File: src/oms_defines.svh
// Purpose: Offsets, codes and reset values for the operation mode selector
// Assumes: AXI4-Lite word registers, low byte used
// Notes:   Included by the selector and the testbench
`ifndef OMS_DEFINES_SVH
`define OMS_DEFINES_SVH
// ==========================================================================
// Register byte offsets
`define OMS_A_MODE 8'h00
`define OMS_A_START 8'h04
`define OMS_A_STOPL 8'h08
`define OMS_A_STAT 8'h0C
`define OMS_A_TERM0 8'h10
`define OMS_A_STEP 8'h04
// ==========================================================================
// Reset values
`define OMS_RV_MODE 3'h0
`define OMS_RV_START 4'h0
`define OMS_RV_STOPL 2'h0
`define OMS_RV_TERM 8'h00
// ==========================================================================
// Mode selection setting codes
`define OMS_MS_SW 3'h0
`define OMS_MS_PANEL 3'h1
`define OMS_MS_EXT 3'h2
`define OMS_MS_COMB3 3'h3
`define OMS_MS_COMB4 3'h4
`define OMS_MS_RUN 3'h6
`define OMS_MS_LOCK 3'h7
// ==========================================================================
// Startup mode setting codes
`define OMS_SU_ASSET 4'h0
`define OMS_SU_NET 4'h1
`define OMS_SU_NETPAN 4'hA
// Stop input logic code that inverts the interlock
`define OMS_SL_INV 2'h2
// ==========================================================================
// Terminal function codes
`define OMS_FN_LOCK 8'h0C
`define OMS_FN_PEXT 8'h10
`define OMS_FN_OSTOP 8'h18
`define OMS_FN_NP 8'h41
`define OMS_FN_NE 8'h42
// ==========================================================================
// Bus answers
`define OMS_RESP_OK 2'h0
`define OMS_RESP_ERR 2'h2
`endif

File: src/oms_pkg.sv
// Purpose: Types of the operation mode selector
// Assumes: oms_defines.svh holds the numbers
// Notes:   Mode codes are Gray along EXT, PANEL, NET, COMB
package oms_pkg;
    // ======================================================================
    // Resolved operation mode
    typedef enum logic [1:0] {
        OMS_EXT = 2'h0,
        OMS_PANEL = 2'h1,
        OMS_NET = 2'h3,
        OMS_COMB = 2'h2
    } oms_mode_t;
    // ======================================================================
    // Filtered input terminal levels
    typedef struct packed {
        logic motor_stopped;
        logic fwd;
        logic rev;
        logic lock;
        logic ostop;
        logic pext;
        logic np;
        logic ne;
    } oms_pins_t;
endpackage

File: src/oms_mode_selector.sv
// Purpose: Resolves the drive operation mode from settings and terminals
// Assumes: Terminal pins are asynchronous; settings reach us over AXI4-Lite
// Notes:   Mode re-evaluated every cycle from filtered inputs
//
// What this block does
// [RULE_01] Interlock on: refuse panel mode while any start is active; setting 1 still forces panel here.
// [RULE_02] Output-stop is interlock only while mode setting is 7.
// [RULE_03] Stop-input logic setting 2 inverts output-stop interlock polarity.
// [RULE_04] Panel/External switch changes mode only while drive is stopped, except with setting 6.
// [RULE_05] Panel/External switch works with setting 0, 6, 7; 6 also running.
// [RULE_06] Controller assigns function 16 to a terminal for panel/External.
// [RULE_07] Settings 0, 6, 7 (interlock on): switch on External, off panel.
// [RULE_08] Setting 1 panel, 2 External or network, 3 and 4 combined.
// [RULE_09] Setting 7: interlock off forces External; on permits switching.
// [RULE_10] Priority: setting, interlock, net/ext, net/panel, pext, startup.
// [RULE_11] Settings 0, 2, 6: network switches reach network when stopped.
// [RULE_12] Net/panel needs setting 0 or 6, startup 10, function 65.
// [RULE_13] Net/panel switch on gives panel, off gives network.
// [RULE_14] Net/panel on with net/External also on gives network.
// [RULE_15] Startup 10: no External via net/panel; off gives panel if pext off
// [RULE_16] Startup 10: setting 2 fixes network; 7 switches External/panel.
// [RULE_17] Net/External needs setting 0, 2, 6, 7, startup 0/1, function 66.
// [RULE_18] Net/External switch on gives network, off gives External.
// [RULE_19] Net/External off: panel if pext off, or follow net/panel switch.
// [RULE_20] Startup 0 or 1, setting 2: network or External only, never panel.
// [RULE_21] Setting 6: mode changes apply while the motor keeps running.
// [RULE_22] No interlock terminal, output-stop assigned, setting 7: it becomes interlock.
// [RULE_23] Resolved mode held as four-state code, re-evaluated each cycle.
`include "oms_defines.svh"

module oms_mode_selector import oms_pkg::*; #(
    parameter int AW = 8,
    parameter int TERMS = 5
) (
    input wire logic sys_clk_in,
    input wire logic sys_rst_in,
    input wire logic motor_stopped_in,
    input wire logic forward_start_in,
    input wire logic reverse_start_in,
    input wire logic panel_interlock_in,
    input wire logic output_stop_in,
    input wire logic panel_ext_switch_in,
    input wire logic net_panel_switch_in,
    input wire logic net_ext_switch_in,
    output oms_mode_t mode_out,
    output logic output_stop_out,
    input wire logic [AW-1:0] s_axi_awaddr_in,
    input wire logic s_axi_awvalid_in,
    output logic s_axi_awready_out,
    input wire logic [31:0] s_axi_wdata_in,
    input wire logic [3:0] s_axi_wstrb_in,
    input wire logic s_axi_wvalid_in,
    output logic s_axi_wready_out,
    output logic [1:0] s_axi_bresp_out,
    output logic s_axi_bvalid_out,
    input wire logic s_axi_bready_in,
    input wire logic [AW-1:0] s_axi_araddr_in,
    input wire logic s_axi_arvalid_in,
    output logic s_axi_arready_out,
    output logic [31:0] s_axi_rdata_out,
    output logic [1:0] s_axi_rresp_out,
    output logic s_axi_rvalid_out,
    input wire logic s_axi_rready_in
);
    // ======================================================================
    // Input synchronisers and agreement filter
    logic [7:0] pin_raw;
    logic [7:0] sy1_r;
    logic [7:0] sy2_r;
    logic [7:0] sy3_r;
    logic [7:0] filt_r;
    logic [7:0] filt_nxt;
    oms_pins_t pin;
    assign pin_raw = {motor_stopped_in, forward_start_in, reverse_start_in,
        panel_interlock_in, output_stop_in, panel_ext_switch_in,
        net_panel_switch_in, net_ext_switch_in};
    assign filt_nxt = (sy3_r & ~(sy2_r ^ sy3_r)) | (filt_r & (sy2_r ^ sy3_r));
    assign pin = oms_pins_t'(filt_r);
    always_ff @(posedge sys_clk_in) begin
        if (sys_rst_in) begin
            sy1_r <= 8'h00;
            sy2_r <= 8'h00;
            sy3_r <= 8'h00;
            filt_r <= 8'h00;
        end else begin
            sy1_r <= pin_raw;
            sy2_r <= sy1_r;
            sy3_r <= sy2_r;
            filt_r <= filt_nxt;
        end
    end

    // ======================================================================
    // Settings registers
    logic [2:0] msel_r;
    logic [3:0] start_r;
    logic [1:0] stopl_r;
    logic [7:0] term_r [TERMS];
    oms_mode_t mode_r;
    logic ostop_r;

    // ======================================================================
    // Terminal function assignment
    logic lk_asg;
    logic os_asg;
    logic px_asg;
    logic np_asg;
    logic ne_asg;
    always_comb begin
        lk_asg = 1'b0;
        os_asg = 1'b0;
        px_asg = 1'b0;
        np_asg = 1'b0;
        ne_asg = 1'b0;
        for (int i = 0; i < TERMS; i++) begin
            if (term_r[i] == `OMS_FN_LOCK) lk_asg = 1'b1;
            if (term_r[i] == `OMS_FN_OSTOP) os_asg = 1'b1;
            if (term_r[i] == `OMS_FN_PEXT) px_asg = 1'b1; // [RULE_06]
            if (term_r[i] == `OMS_FN_NP) np_asg = 1'b1; // [RULE_12]
            if (term_r[i] == `OMS_FN_NE) ne_asg = 1'b1; // [RULE_17]
        end
    end

    // ======================================================================
    // Interlock and output stop
    wire m7 = (msel_r == `OMS_MS_LOCK);
    wire ostop_is_lk = ~lk_asg & os_asg & m7; // [RULE_02] [RULE_22]
    wire os_inv = (stopl_r == `OMS_SL_INV);
    wire os_lvl = pin.ostop ^ os_inv; // [RULE_03]
    wire lk_on = lk_asg ? pin.lock : (ostop_is_lk & os_lvl);
    wire start_on = pin.fwd | pin.rev;
    wire stopped = pin.motor_stopped & ~start_on; // [RULE_04]
    wire ostop_nxt = (os_asg & ~ostop_is_lk & pin.ostop) |
        (m7 & lk_on & (mode_r == OMS_EXT)); // [RULE_09]

    // ======================================================================
    // Mode resolution
    wire px_on = px_asg & pin.pext;
    wire px_off = px_asg & ~pin.pext;
    wire np_on = np_asg & pin.np;
    wire ne_on = ne_asg & pin.ne;
    wire su10 = (start_r == `OMS_SU_NETPAN);
    wire su01 = (start_r == `OMS_SU_ASSET) | (start_r == `OMS_SU_NET);
    wire sw_set = (msel_r == `OMS_MS_SW) | (msel_r == `OMS_MS_RUN);
    wire comb = (msel_r == `OMS_MS_COMB3) | (msel_r == `OMS_MS_COMB4);
    wire m2 = (msel_r == `OMS_MS_EXT);
    wire m1 = (msel_r == `OMS_MS_PANEL);
    wire swable = sw_set | (m7 & lk_on); // [RULE_05] [RULE_07]
    wire force_sel = m1 | comb | (m7 & ~lk_on) | (m2 & su10); // [RULE_10]
    wire run_ok = (msel_r == `OMS_MS_RUN) | stopped; // [RULE_21]
    oms_mode_t tgt;
    always_comb begin
        tgt = mode_r;
        if (m1) begin
            tgt = OMS_PANEL; // [RULE_08]
        end else if (comb) begin
            tgt = OMS_COMB; // [RULE_08]
        end else if (m7 & ~lk_on) begin
            tgt = OMS_EXT; // [RULE_09]
        end else if (m2) begin
            if (su10) begin
                tgt = OMS_NET; // [RULE_16]
            end else if (ne_asg & su01) begin
                tgt = ne_on ? OMS_NET : OMS_EXT; // [RULE_20] [RULE_11]
            end else begin
                tgt = OMS_EXT;
            end
        end else if (swable) begin
            if (ne_asg & su01) begin
                if (ne_on) begin
                    tgt = OMS_NET; // [RULE_18]
                end else if (np_asg) begin
                    tgt = np_on ? OMS_PANEL : OMS_EXT; // [RULE_19]
                end else begin
                    tgt = px_off ? OMS_PANEL : OMS_EXT; // [RULE_19]
                end
            end else if (su10 & sw_set & np_asg) begin
                if (np_on) begin
                    tgt = ne_on ? OMS_NET : OMS_PANEL; // [RULE_13] [RULE_14]
                end else begin
                    tgt = px_off ? OMS_PANEL : OMS_NET; // [RULE_15]
                end
            end else if (px_asg) begin
                tgt = px_on ? OMS_EXT : OMS_PANEL; // [RULE_07] [RULE_16]
            end
        end
    end
    wire panel_block = lk_on & start_on & (tgt == OMS_PANEL); // [RULE_01]
    oms_mode_t mode_nxt;
    assign mode_nxt = force_sel ? tgt :
        ((run_ok & ~panel_block) ? tgt : mode_r); // [RULE_04] [RULE_11]
    always_ff @(posedge sys_clk_in) begin
        if (sys_rst_in) begin
            mode_r <= OMS_EXT;
            ostop_r <= 1'b0;
        end else begin
            mode_r <= mode_nxt; // [RULE_23]
            ostop_r <= ostop_nxt;
        end
    end
    assign mode_out = mode_r;
    assign output_stop_out = ostop_r;

    // ======================================================================
    // AXI4-Lite write channel
    logic awready_r;
    logic wready_r;
    logic bvalid_r;
    logic [1:0] bresp_r;
    logic aw_hold_r;
    logic w_hold_r;
    logic [AW-1:0] wa_r;
    logic [31:0] wd_r;
    logic ws_r;
    wire aw_take = s_axi_awvalid_in & awready_r;
    wire w_take = s_axi_wvalid_in & wready_r;
    wire do_wr = aw_hold_r & w_hold_r & ~bvalid_r;
    wire aw_hold_nxt = ~do_wr & (aw_hold_r | aw_take);
    wire w_hold_nxt = ~do_wr & (w_hold_r | w_take);
    wire wr_mode = (wa_r == `OMS_A_MODE);
    wire wr_start = (wa_r == `OMS_A_START);
    wire wr_stopl = (wa_r == `OMS_A_STOPL);
    wire wr_stat = (wa_r == `OMS_A_STAT);
    logic [TERMS-1:0] wr_term;
    always_comb begin
        wr_term = '0;
        for (int i = 0; i < TERMS; i++) begin
            wr_term[i] = (wa_r == AW'(`OMS_A_TERM0 + i * `OMS_A_STEP));
        end
    end
    wire wr_hit = wr_mode | wr_start | wr_stopl | wr_stat | (|wr_term);
    wire wr_en = do_wr & ws_r;
    always_ff @(posedge sys_clk_in) begin
        if (sys_rst_in) begin
            awready_r <= 1'b0;
            wready_r <= 1'b0;
            bvalid_r <= 1'b0;
            bresp_r <= `OMS_RESP_OK;
            aw_hold_r <= 1'b0;
            w_hold_r <= 1'b0;
            wa_r <= '0;
            wd_r <= 32'h0000_0000;
            ws_r <= 1'b0;
        end else begin
            aw_hold_r <= aw_hold_nxt;
            w_hold_r <= w_hold_nxt;
            awready_r <= ~aw_hold_nxt;
            wready_r <= ~w_hold_nxt;
            if (aw_take) wa_r <= s_axi_awaddr_in;
            if (w_take) wd_r <= s_axi_wdata_in;
            if (w_take) ws_r <= s_axi_wstrb_in[0];
            if (do_wr) begin
                bvalid_r <= 1'b1;
                bresp_r <= wr_hit ? `OMS_RESP_OK : `OMS_RESP_ERR;
            end else if (s_axi_bready_in) begin
                bvalid_r <= 1'b0;
            end
        end
    end
    always_ff @(posedge sys_clk_in) begin
        if (sys_rst_in) begin
            msel_r <= `OMS_RV_MODE;
            start_r <= `OMS_RV_START;
            stopl_r <= `OMS_RV_STOPL;
            for (int i = 0; i < TERMS; i++) term_r[i] <= `OMS_RV_TERM;
        end else begin
            if (wr_en & wr_mode) msel_r <= wd_r[2:0];
            if (wr_en & wr_start) start_r <= wd_r[3:0];
            if (wr_en & wr_stopl) stopl_r <= wd_r[1:0];
            for (int i = 0; i < TERMS; i++) begin
                if (wr_en & wr_term[i]) term_r[i] <= wd_r[7:0];
            end
        end
    end
    assign s_axi_awready_out = awready_r;
    assign s_axi_wready_out = wready_r;
    assign s_axi_bvalid_out = bvalid_r;
    assign s_axi_bresp_out = bresp_r;

    // ======================================================================
    // AXI4-Lite read channel
    logic arready_r;
    logic rvalid_r;
    logic [31:0] rdata_r;
    logic [1:0] rresp_r;
    logic [31:0] rd_mux;
    logic rd_hit;
    wire ar_take = s_axi_arvalid_in & arready_r;
    wire rvalid_nxt = ar_take | (rvalid_r & ~s_axi_rready_in);
    wire [31:0] stat_word = {24'h000000, lk_on, start_on, stopped,
        ostop_is_lk, ostop_r, 1'b0, mode_r};
    always_comb begin
        rd_mux = 32'h0000_0000;
        rd_hit = 1'b1;
        if (s_axi_araddr_in == `OMS_A_MODE) begin
            rd_mux = {29'h0000_0000, msel_r};
        end else if (s_axi_araddr_in == `OMS_A_START) begin
            rd_mux = {28'h000_0000, start_r};
        end else if (s_axi_araddr_in == `OMS_A_STOPL) begin
            rd_mux = {30'h0000_0000, stopl_r};
        end else if (s_axi_araddr_in == `OMS_A_STAT) begin
            rd_mux = stat_word;
        end else begin
            rd_hit = 1'b0;
        end
        for (int i = 0; i < TERMS; i++) begin
            if (s_axi_araddr_in == AW'(`OMS_A_TERM0 + i * `OMS_A_STEP)) begin
                rd_mux = {24'h000000, term_r[i]};
                rd_hit = 1'b1;
            end
        end
    end
    always_ff @(posedge sys_clk_in) begin
        if (sys_rst_in) begin
            arready_r <= 1'b0;
            rvalid_r <= 1'b0;
            rdata_r <= 32'h0000_0000;
            rresp_r <= `OMS_RESP_OK;
        end else begin
            rvalid_r <= rvalid_nxt;
            arready_r <= ~rvalid_nxt;
            if (ar_take) begin
                rdata_r <= rd_mux;
                rresp_r <= rd_hit ? `OMS_RESP_OK : `OMS_RESP_ERR;
            end
        end
    end
    assign s_axi_arready_out = arready_r;
    assign s_axi_rvalid_out = rvalid_r;
    assign s_axi_rdata_out = rdata_r;
    assign s_axi_rresp_out = rresp_r;

    // ======================================================================
    // Assertions
    no_panel_start_a: assert property (@(posedge sys_clk_in) // [RULE_01]
        disable iff (sys_rst_in)
        lk_on && start_on && mode_r != OMS_PANEL |=> mode_r != OMS_PANEL)
        else $error("panel mode entered with start active");
    ostop_role_a: assert property (@(posedge sys_clk_in) // [RULE_02]
        disable iff (sys_rst_in)
        ostop_is_lk |-> m7 && !lk_asg && os_asg)
        else $error("output stop acts as interlock outside setting 7");
    ostop_pol_a: assert property (@(posedge sys_clk_in) // [RULE_03]
        disable iff (sys_rst_in)
        ostop_is_lk |-> lk_on == (pin.ostop ^ (stopl_r == `OMS_SL_INV)))
        else $error("interlock polarity wrong");
    stop_gate_a: assert property (@(posedge sys_clk_in) // [RULE_04]
        disable iff (sys_rst_in)
        msel_r == `OMS_MS_SW && !stopped ##1 msel_r == `OMS_MS_SW
        |-> $stable(mode_r))
        else $error("mode changed while running");
    fixed_panel_a: assert property (@(posedge sys_clk_in) // [RULE_08]
        disable iff (sys_rst_in)
        m1 [*2] |-> mode_r == OMS_PANEL)
        else $error("setting 1 not panel");
    comb_fixed_a: assert property (@(posedge sys_clk_in) // [RULE_08]
        disable iff (sys_rst_in)
        comb |=> mode_r == OMS_COMB)
        else $error("settings 3 and 4 not combined");
    forced_ext_a: assert property (@(posedge sys_clk_in) // [RULE_09]
        disable iff (sys_rst_in)
        m7 && !lk_on |=> mode_r == OMS_EXT)
        else $error("interlock off did not force External");
    net_fixed_a: assert property (@(posedge sys_clk_in) // [RULE_16]
        disable iff (sys_rst_in)
        m2 && su10 |=> mode_r == OMS_NET)
        else $error("setting 2 with startup 10 not network");
    no_panel_m2_a: assert property (@(posedge sys_clk_in) // [RULE_20]
        disable iff (sys_rst_in)
        m2 && su01 && mode_r != OMS_PANEL |=> mode_r != OMS_PANEL)
        else $error("panel reached with setting 2");
    run_switch_a: assert property (@(posedge sys_clk_in) // [RULE_21]
        disable iff (sys_rst_in)
        msel_r == `OMS_MS_RUN && !panel_block |=> mode_r == $past(tgt))
        else $error("switchover not applied while running");
endmodule

File: config.mk
export PLATFORM = sky130hd
export DESIGN_NAME = oms_mode_selector
export DESIGN_NICKNAME = d
export VERILOG_FILES = /design/src/oms_pkg.sv /design/src/oms_mode_selector.sv
export VERILOG_INCLUDE_DIRS = /design/src
export SDC_FILE = /design/constraint.sdc
export NUM_CORES = 1
export LEC_CHECK = 0
export BUFFER_PORTS_ARGS = -buffer_cell sky130_fd_sc_hd__buf_2
export CAP_MARGIN = 20
export CORE_ASPECT_RATIO = 0.75
export CORE_MARGIN = 1
export CORE_UTILIZATION = 55
export DETAILED_ROUTE_END_ITERATION = 7
export PLACE_DENSITY = 0.85
export SYNTH_ARGS = -nofsm -noshare
export SYNTH_HDL_FRONTEND = slang
export SYNTH_SLANG_ARGS = --single-unit
export TNS_END_PERCENT = 100
File: constraint.sdc
create_clock -name sys_clk_in -period 2.8 [get_ports sys_clk_in]
set_input_delay 0.14 -clock sys_clk_in [delete_from_list [all_inputs] [get_ports sys_clk_in]]
set_output_delay 0.14 -clock sys_clk_in [all_outputs]
set_load 0.01 [all_outputs]
==> results.md, run 1 <==
* Outcome: finished clean
* First-pass GRT wire length at 22400 um
* Worst path required time at 3.12 ns
* Die Width at 118 um
* DRC at 0
* Total GRT Usage at 0.281
* DR vias/cell at 5.89
* Post-DR wirelength/cell at 17.5 um
* Clock latency on the worst-skew pair at 0.41 ns
* Pwr Density at about 650 nW/um2
* Clk pin slew, worst setup/hold paths at 0.05 ns
* Cells after Synth at roughly 570
* Commonest non-fill, non-tap cell in the layout: dfxtp_1
* Critical Path End Type: flop
* Setup TNS Final at 0 ns
* Sequential area share after synthesis at 0.495
* H-tree depth at 4
* Placer Congestion at between 0.9 and 1
* Antenna-violating nets left at 0
* Synth Flop Type: dfxtp_1
* WL final at approximately 14000 um
* Arrival @ worst endpoint at 2.99 ns
* Mapped Area at 5590 um2
* Synth async-reset ratio at 0
* Crit path largest cell delay at 0.51 ns
* Max Transition Viols Final at 0
* Worst clock skew at 0.00832 ns
* CP Class: flop to flop
* Share of cells above drive strength 1 at 0.199
* Hold Crit Depth at 4
* HPWL Detailed at 9700 um
* Port Buf Inserts at 57
* Area leader, netlist: dfxtp_1
* Grt ovf at 0
* Final period util at 0.953
* Hold Path Class: input pin to flop
* Syn avg cell area at 9.76 um2
* Die area at 10600 um2
* Initial antenna violation count at 0
* Maximum net fanout on the critical path at 5
* Number of synthesized flops with an enable pin at 40
* CTS Buffer Depth at 2
* CTS tree: done
* Core ar. at 9770 um2
* CP Launch Type: flop
* Seq cells post-synth at 118
* Synth top area cells: dfxtp_1, edfxtp_1, nand2_1
* Reg2Reg Depth at 9
* Most frequent cells in the layout: dfxtp_1, nand2_1, buf_2
* Root Buffer Master: clkbuf_16
* Antenna diodes at 0
* Nets at 728
* Number of max-cap violations at 0
* Vias in the first global route at between 4000 and 5000
* Largest net degree at the start of global routing at 68
* Netlist cell types at 77
* Fmax at roughly 0.37 GHz
* Peak supply drop at 0.478 mV
* Warnings, synthesis at 0
* Vias at 4749
* Area Growth Syn to Fin at 21.7%
* Max transition margin at 0.532
* Top-area cell type share of the netlist area at 0.280
* Setup violators final at 0
* I/O pin cnt at 111
* Slowest CP cell: nor4b_1
* Tmin final at 2.67 ns
* Final Hold Fails at 0
* Total power at 4410 uW
* Initial DRC count at 330
* Worst slew pin tran at around 0.70 ns
* Starting Density at 0.571
* FP Rows at 31
* Die height at a little under 90 um
* Lkg Pwr at 0.00251 uW
* Critical-path cell list: nor4b_1, nand4b_1, nand4_1, nand3b_1, a311oi_2, a211oi_2, o31ai_2, o21ai_1, a221oi_2
* DRT Pass-1 Iters at 5
* Clk sinks at between 100 and 150
* CTS buffer count at 17
[final timing paths]
kind                                         startpoint                     endpoint  slack (ns)
worst max register to register  term_r[0][19]$_DFFE_PP_     mode_out[0]$_SDFFE_PP0P_        0.13
worst min register to register      sy1_r[5]$_SDFF_PP0_          sy2_r[5]$_SDFF_PP0_        0.44
worst min-delay path                    s_axi_rready_in  s_axi_rvalid_out$_SDFF_PP0_        0.02
worst max-delay path            term_r[0][19]$_DFFE_PP_     mode_out[0]$_SDFFE_PP0P_        0.13
[metal layers]
layer / routed length (um) / part of all wire / global-route usage
met4: 254 / 0.018 / 0.115
met3: 1180 / 0.084 / 0.0765
met5: 0 / 0 / 0
met1: 6210 / 0.44 / 0.355
met2: 6480 / 0.46 / 0.466
[synthesized netlist by cell type, drive strengths merged (2+ instances only)]
master  number
nor3        17
nand3b       4
and4b        2
nand3       17
nor4b       11
clkbuf      16
a22oi        8
nand4b       5
o211a        2
o211ai       5
dfxtp       78
a211oi       8
o21ai       31
buf         32
or3          2
o31ai        2
inv         11
o22ai        4
mux2i        8
and3b        2
nand2b       8
nor4         5
nand4        5
edfxtp      40
o21bai       2
nor4bb       3
or4          3
and3         3
a21bo        2
nand2       66
a31oi        6
a311oi       6
a21oi       42
and2        16
a221oi       3
nor2        44
mux2         8
nor2b       26
[per-stage QoR]
| step | worst slack, ns | area (um2) | cells | utilization | hold WS, ns |
|---|---|---|---|---|---|
| after CTS | 0.0540 | 6790 | 806 | 0.694 | 0.00940 |
| final | 0.131 | 6800 | 806 | 0.695 | 0.0193 |
| after global routing | -0.0742 | 6800 | 806 | 0.695 | 0.0211 |
| after detailed placement | 0.255 | 5910 | 748 | 0.605 | 0.356 |
| after global placement | 0.306 | 5910 | 748 | 0.605 | 0.347 |
| after floorplan | 0.307 | 5680 | 597 | - | 0.268 |
[state kept, by name, indices dropped and copies added (netlist names), 2 cells and up, named ones only]
name             cells
term_r              40
sy2_r                8
wa_r                 8
msel_r               3
s_axi_rdata_out      8
sy3_r                8
stopl_r              2
sy1_r                8
wd_r                 8
mode_out             2
start_r              4
[power by group]
group	total (uW)	switching (uW)	internal [uW]	leakage (uW)
Clock	2240	759	1480	0.000294
Sequential	1890	57.6	1830	0.00105
Combinational	277	152	125	0.00116
[logic make-up (layout without fill, tap and decap cells)]
| family | after synthesis | in the layout | synth area share |
|---|---|---|---|
| AO/OA/AOI/OAI | 134 | 134 | 0.163 |
| buffers and inverters | 59 | 136 | 0.0596 |
| multiplexers | 17 | 17 | 0.0345 |
| flip-flops | 118 | 118 | 0.495 |
| AND/OR/NAND/NOR | 242 | 242 | 0.246 |
| other | 1 | 26 | 0.000671 |
| XOR/XNOR | 1 | 1 | 0.00157 |
[cell type report]
class	instances	area, um2
Multi-Input combinational cell	420	2600
Tap cell	132	165
Fill cell	728	2980
Sequential cell	118	2760
Clock inverter	13	179
Inverter	11	41.3
Timing Repair Buffer	93	621
Clock buffer	19	433
[critical path: cells and delay by family (launching register included)]
family	cells	cell delay [ns]
flip-flops	1	0.47
AND/OR/NAND/NOR	4	1.10
AO/OA/AOI/OAI	5	1.01
[what timing repair did]
action | CTS | global route
endpoints found under the setup margin | 0 | 2
hold buffers | 26 | 0
setup buffers | 0 | 0
gates resized for setup | 0 | 2
endpoints found under the hold margin | 26 | 0
Power figures use the tool's default switching activity.
==> run 2, diff against run 1 <==
CORE_UTILIZATION = 40   (was 55)
PLACE_DENSITY = 0.66   (was 0.85)
==> results.md, run 2 (synthesis results as in run 1) <==
* Outcome: finished with violations
* Failing checks: design-rule violations
* Total GRT Usage at 0.203 (-0.0780)
* Slowest CP cell: edfxtp_1
* Non-filler instance count after layout at 846 (+5.0%)
* Critical-path cell list: nor3_2, nand3_1, o21ai_2, o211ai_1, a211o_1, a211oi_2, o31ai_2, o21ai_1, a221oi_2
* Vias at 4639 (-2.3%)
* Max transition margin at 0.531 (-0.00154)
* Clk sinks at 118 (unchanged)
* Port Buf Inserts at 57 (unchanged)
* H-tree depth at 4 (unchanged)
* Largest net degree at the start of global routing at 30 (-56%)
* Worst slew pin tran at 0.698 ns (+0.00229 ns)
* Post-CTS setup buffer count at 0 (unchanged)
* Initial DRC count at 434 (+32%)
* Arrival @ worst endpoint at 2.91 ns (-0.08 ns)
* Share of cells above drive strength 1 at 0.209 (+0.0101)
* DRT Pass-1 Iters at 8 (+3)
* Tmin final at 2.63 ns (-0.0370 ns)
* First-pass GRT wire length at 22800 um (+1.4%)
* Antenna diodes at 0 (unchanged)
* Largest Register: term_r
* Nets at 729 (+0.14%)
* Placer Congestion at 0.933 (-1.6%)
* CTS tree: done
* CP delay by family, top: compound AO/OA/AOI/OAI gates
* HPWL Detailed at 10600 um (+8.8%)
* Root Buffer Master: clkbuf_16
* CTS Buffer Depth at 2 (unchanged)
* Pwr Density at 630 nW/um2 (-2.8%)
* Commonest non-fill, non-tap cell in the layout: dfxtp_1
* Lkg Pwr at 0.00250 uW (about the same)
* Setup TNS Final at 0 ns (unchanged)
* Setup violators final at 0 (unchanged)
* Final period util at 0.940 (-0.0132)
* CTS buffer count at 17 (unchanged)
* Worst path required time at 3.07 ns (-0.05 ns)
* Number of max-cap violations at 0 (unchanged)
* Initial antenna violation count at 0 (unchanged)
* Die height at 104 um (+17%)
* Die Width at 138 um (+17%)
* Clock latency on the worst-skew pair at 0.41 ns (about the same)
* Placed instance count at 789 (+5.5%)
* Grt ovf at 0 (unchanged)
* Hold_ws at 0.0205 ns (+0.00115 ns)
* CP bufs+invs at 0 (unchanged)
* Peak supply drop at 0.406 mV (-15%)
* Max Transition Viols Final at 0 (unchanged)
* Post-DR wirelength/cell at 17.0 um (-2.9%)
* Crit path largest cell delay at 0.47 ns (-0.04 ns)
* Maximum net fanout on the critical path at 4 (-1)
* Clk pin slew, worst setup/hold paths at 0.06 ns (about the same)
* Vias in the first global route at 4357 (-3.2%)
* Antenna-violating nets left at 0 (unchanged)
* Area Growth Syn to Fin at 22.4%
* Critical Path End Type: flop
* Hold Path Class: input pin to flop
* DR vias/cell at 5.48 (-6.9%)
* Final Hold Fails at 0 (unchanged)
* Die area at 14400 um2 (+37%)
* CP Class: flop to flop
* DRC at 22 (+22)
* Most frequent cells in the layout: dfxtp_1, nand2_1, buf_2
* RSZ-0062 raised after global routing: false
* FP Rows at 36 (+16%)
* Fmax at 0.380 GHz (+1.4%)
* WL final at 14400 um (+1.9%)
* Worst clock skew at 0.0140 ns (+0.00566 ns)
* Starting Density at 0.420 (-0.151)
* Largest register FFs at 40 (unchanged)
* CP Launch Type: flop
* Core ar. at 13300 um2 (+36%)
* I/O pin cnt at 111 (unchanged)
## run 2: path summary, 6_finish.rpt
kind                            slack, ns                       end                    start  depth (start not counted)
worst max-delay path                 0.17  mode_out[0]$_SDFFE_PP0P_  term_r[0][33]$_DFFE_PP_                          9
worst min-delay path                 0.02      wa_r[5]$_SDFFE_PP0P_       s_axi_awaddr_in[5]                          3
worst max register to register       0.17  mode_out[0]$_SDFFE_PP0P_  term_r[0][33]$_DFFE_PP_                          9
worst min register to register       0.44       sy2_r[3]$_SDFF_PP0_      sy1_r[3]$_SDFF_PP0_                          1
## run 2: power by group
| part | internal (uW) | switching, uW | leakage (uW) |
|---|---|---|---|
| clock | 1320 | 824 | 0.000288 |
| combinational | 122 | 153 | 0.00117 |
| sequential | 1830 | 57.8 | 0.00105 |
| total | 3270 | 1040 | 0.00250 |
## run 2: cell type report
cell class              count  area (um2)
fillers                  1195        6450
multi-input cells         420        2600
repair buffers             94         626
clock buffers              19         464
flip-flops and latches    118        2760
inverters                  11        41.3
well taps                 171         214
clock inverters            13         133
## run 2: stage by stage
step	cell area [um2]	power [uW]	util	worst slack, ns
floorplan	5680	2100	-	0.307
global placement	5980	2160	0.450	0.298
detailed placement	5980	2170	0.450	0.266
CTS	6820	4330	0.514	0.228
global route	6840	4450	0.515	0.00776
finish	6840	4310	0.515	0.168
## run 2: per-layer routing
layer  global-route usage  routed length, um
met5                    0                  0
met4               0.0594                148
met1                0.286               7120
met2                0.303               6140
met3               0.0557                982
## run 2: what timing repair did
item | CTS | global route
resized for setup | 0 | 2
hold buffers | 25 | 0
endpoints found under the setup margin | 0 | 1
hold endpoints to repair | 25 | 0
## run 2: worst min-delay path: stages
cell and delay (ns):
buf_2 0.12, nand2_1 0.07, a21oi_1 0.05
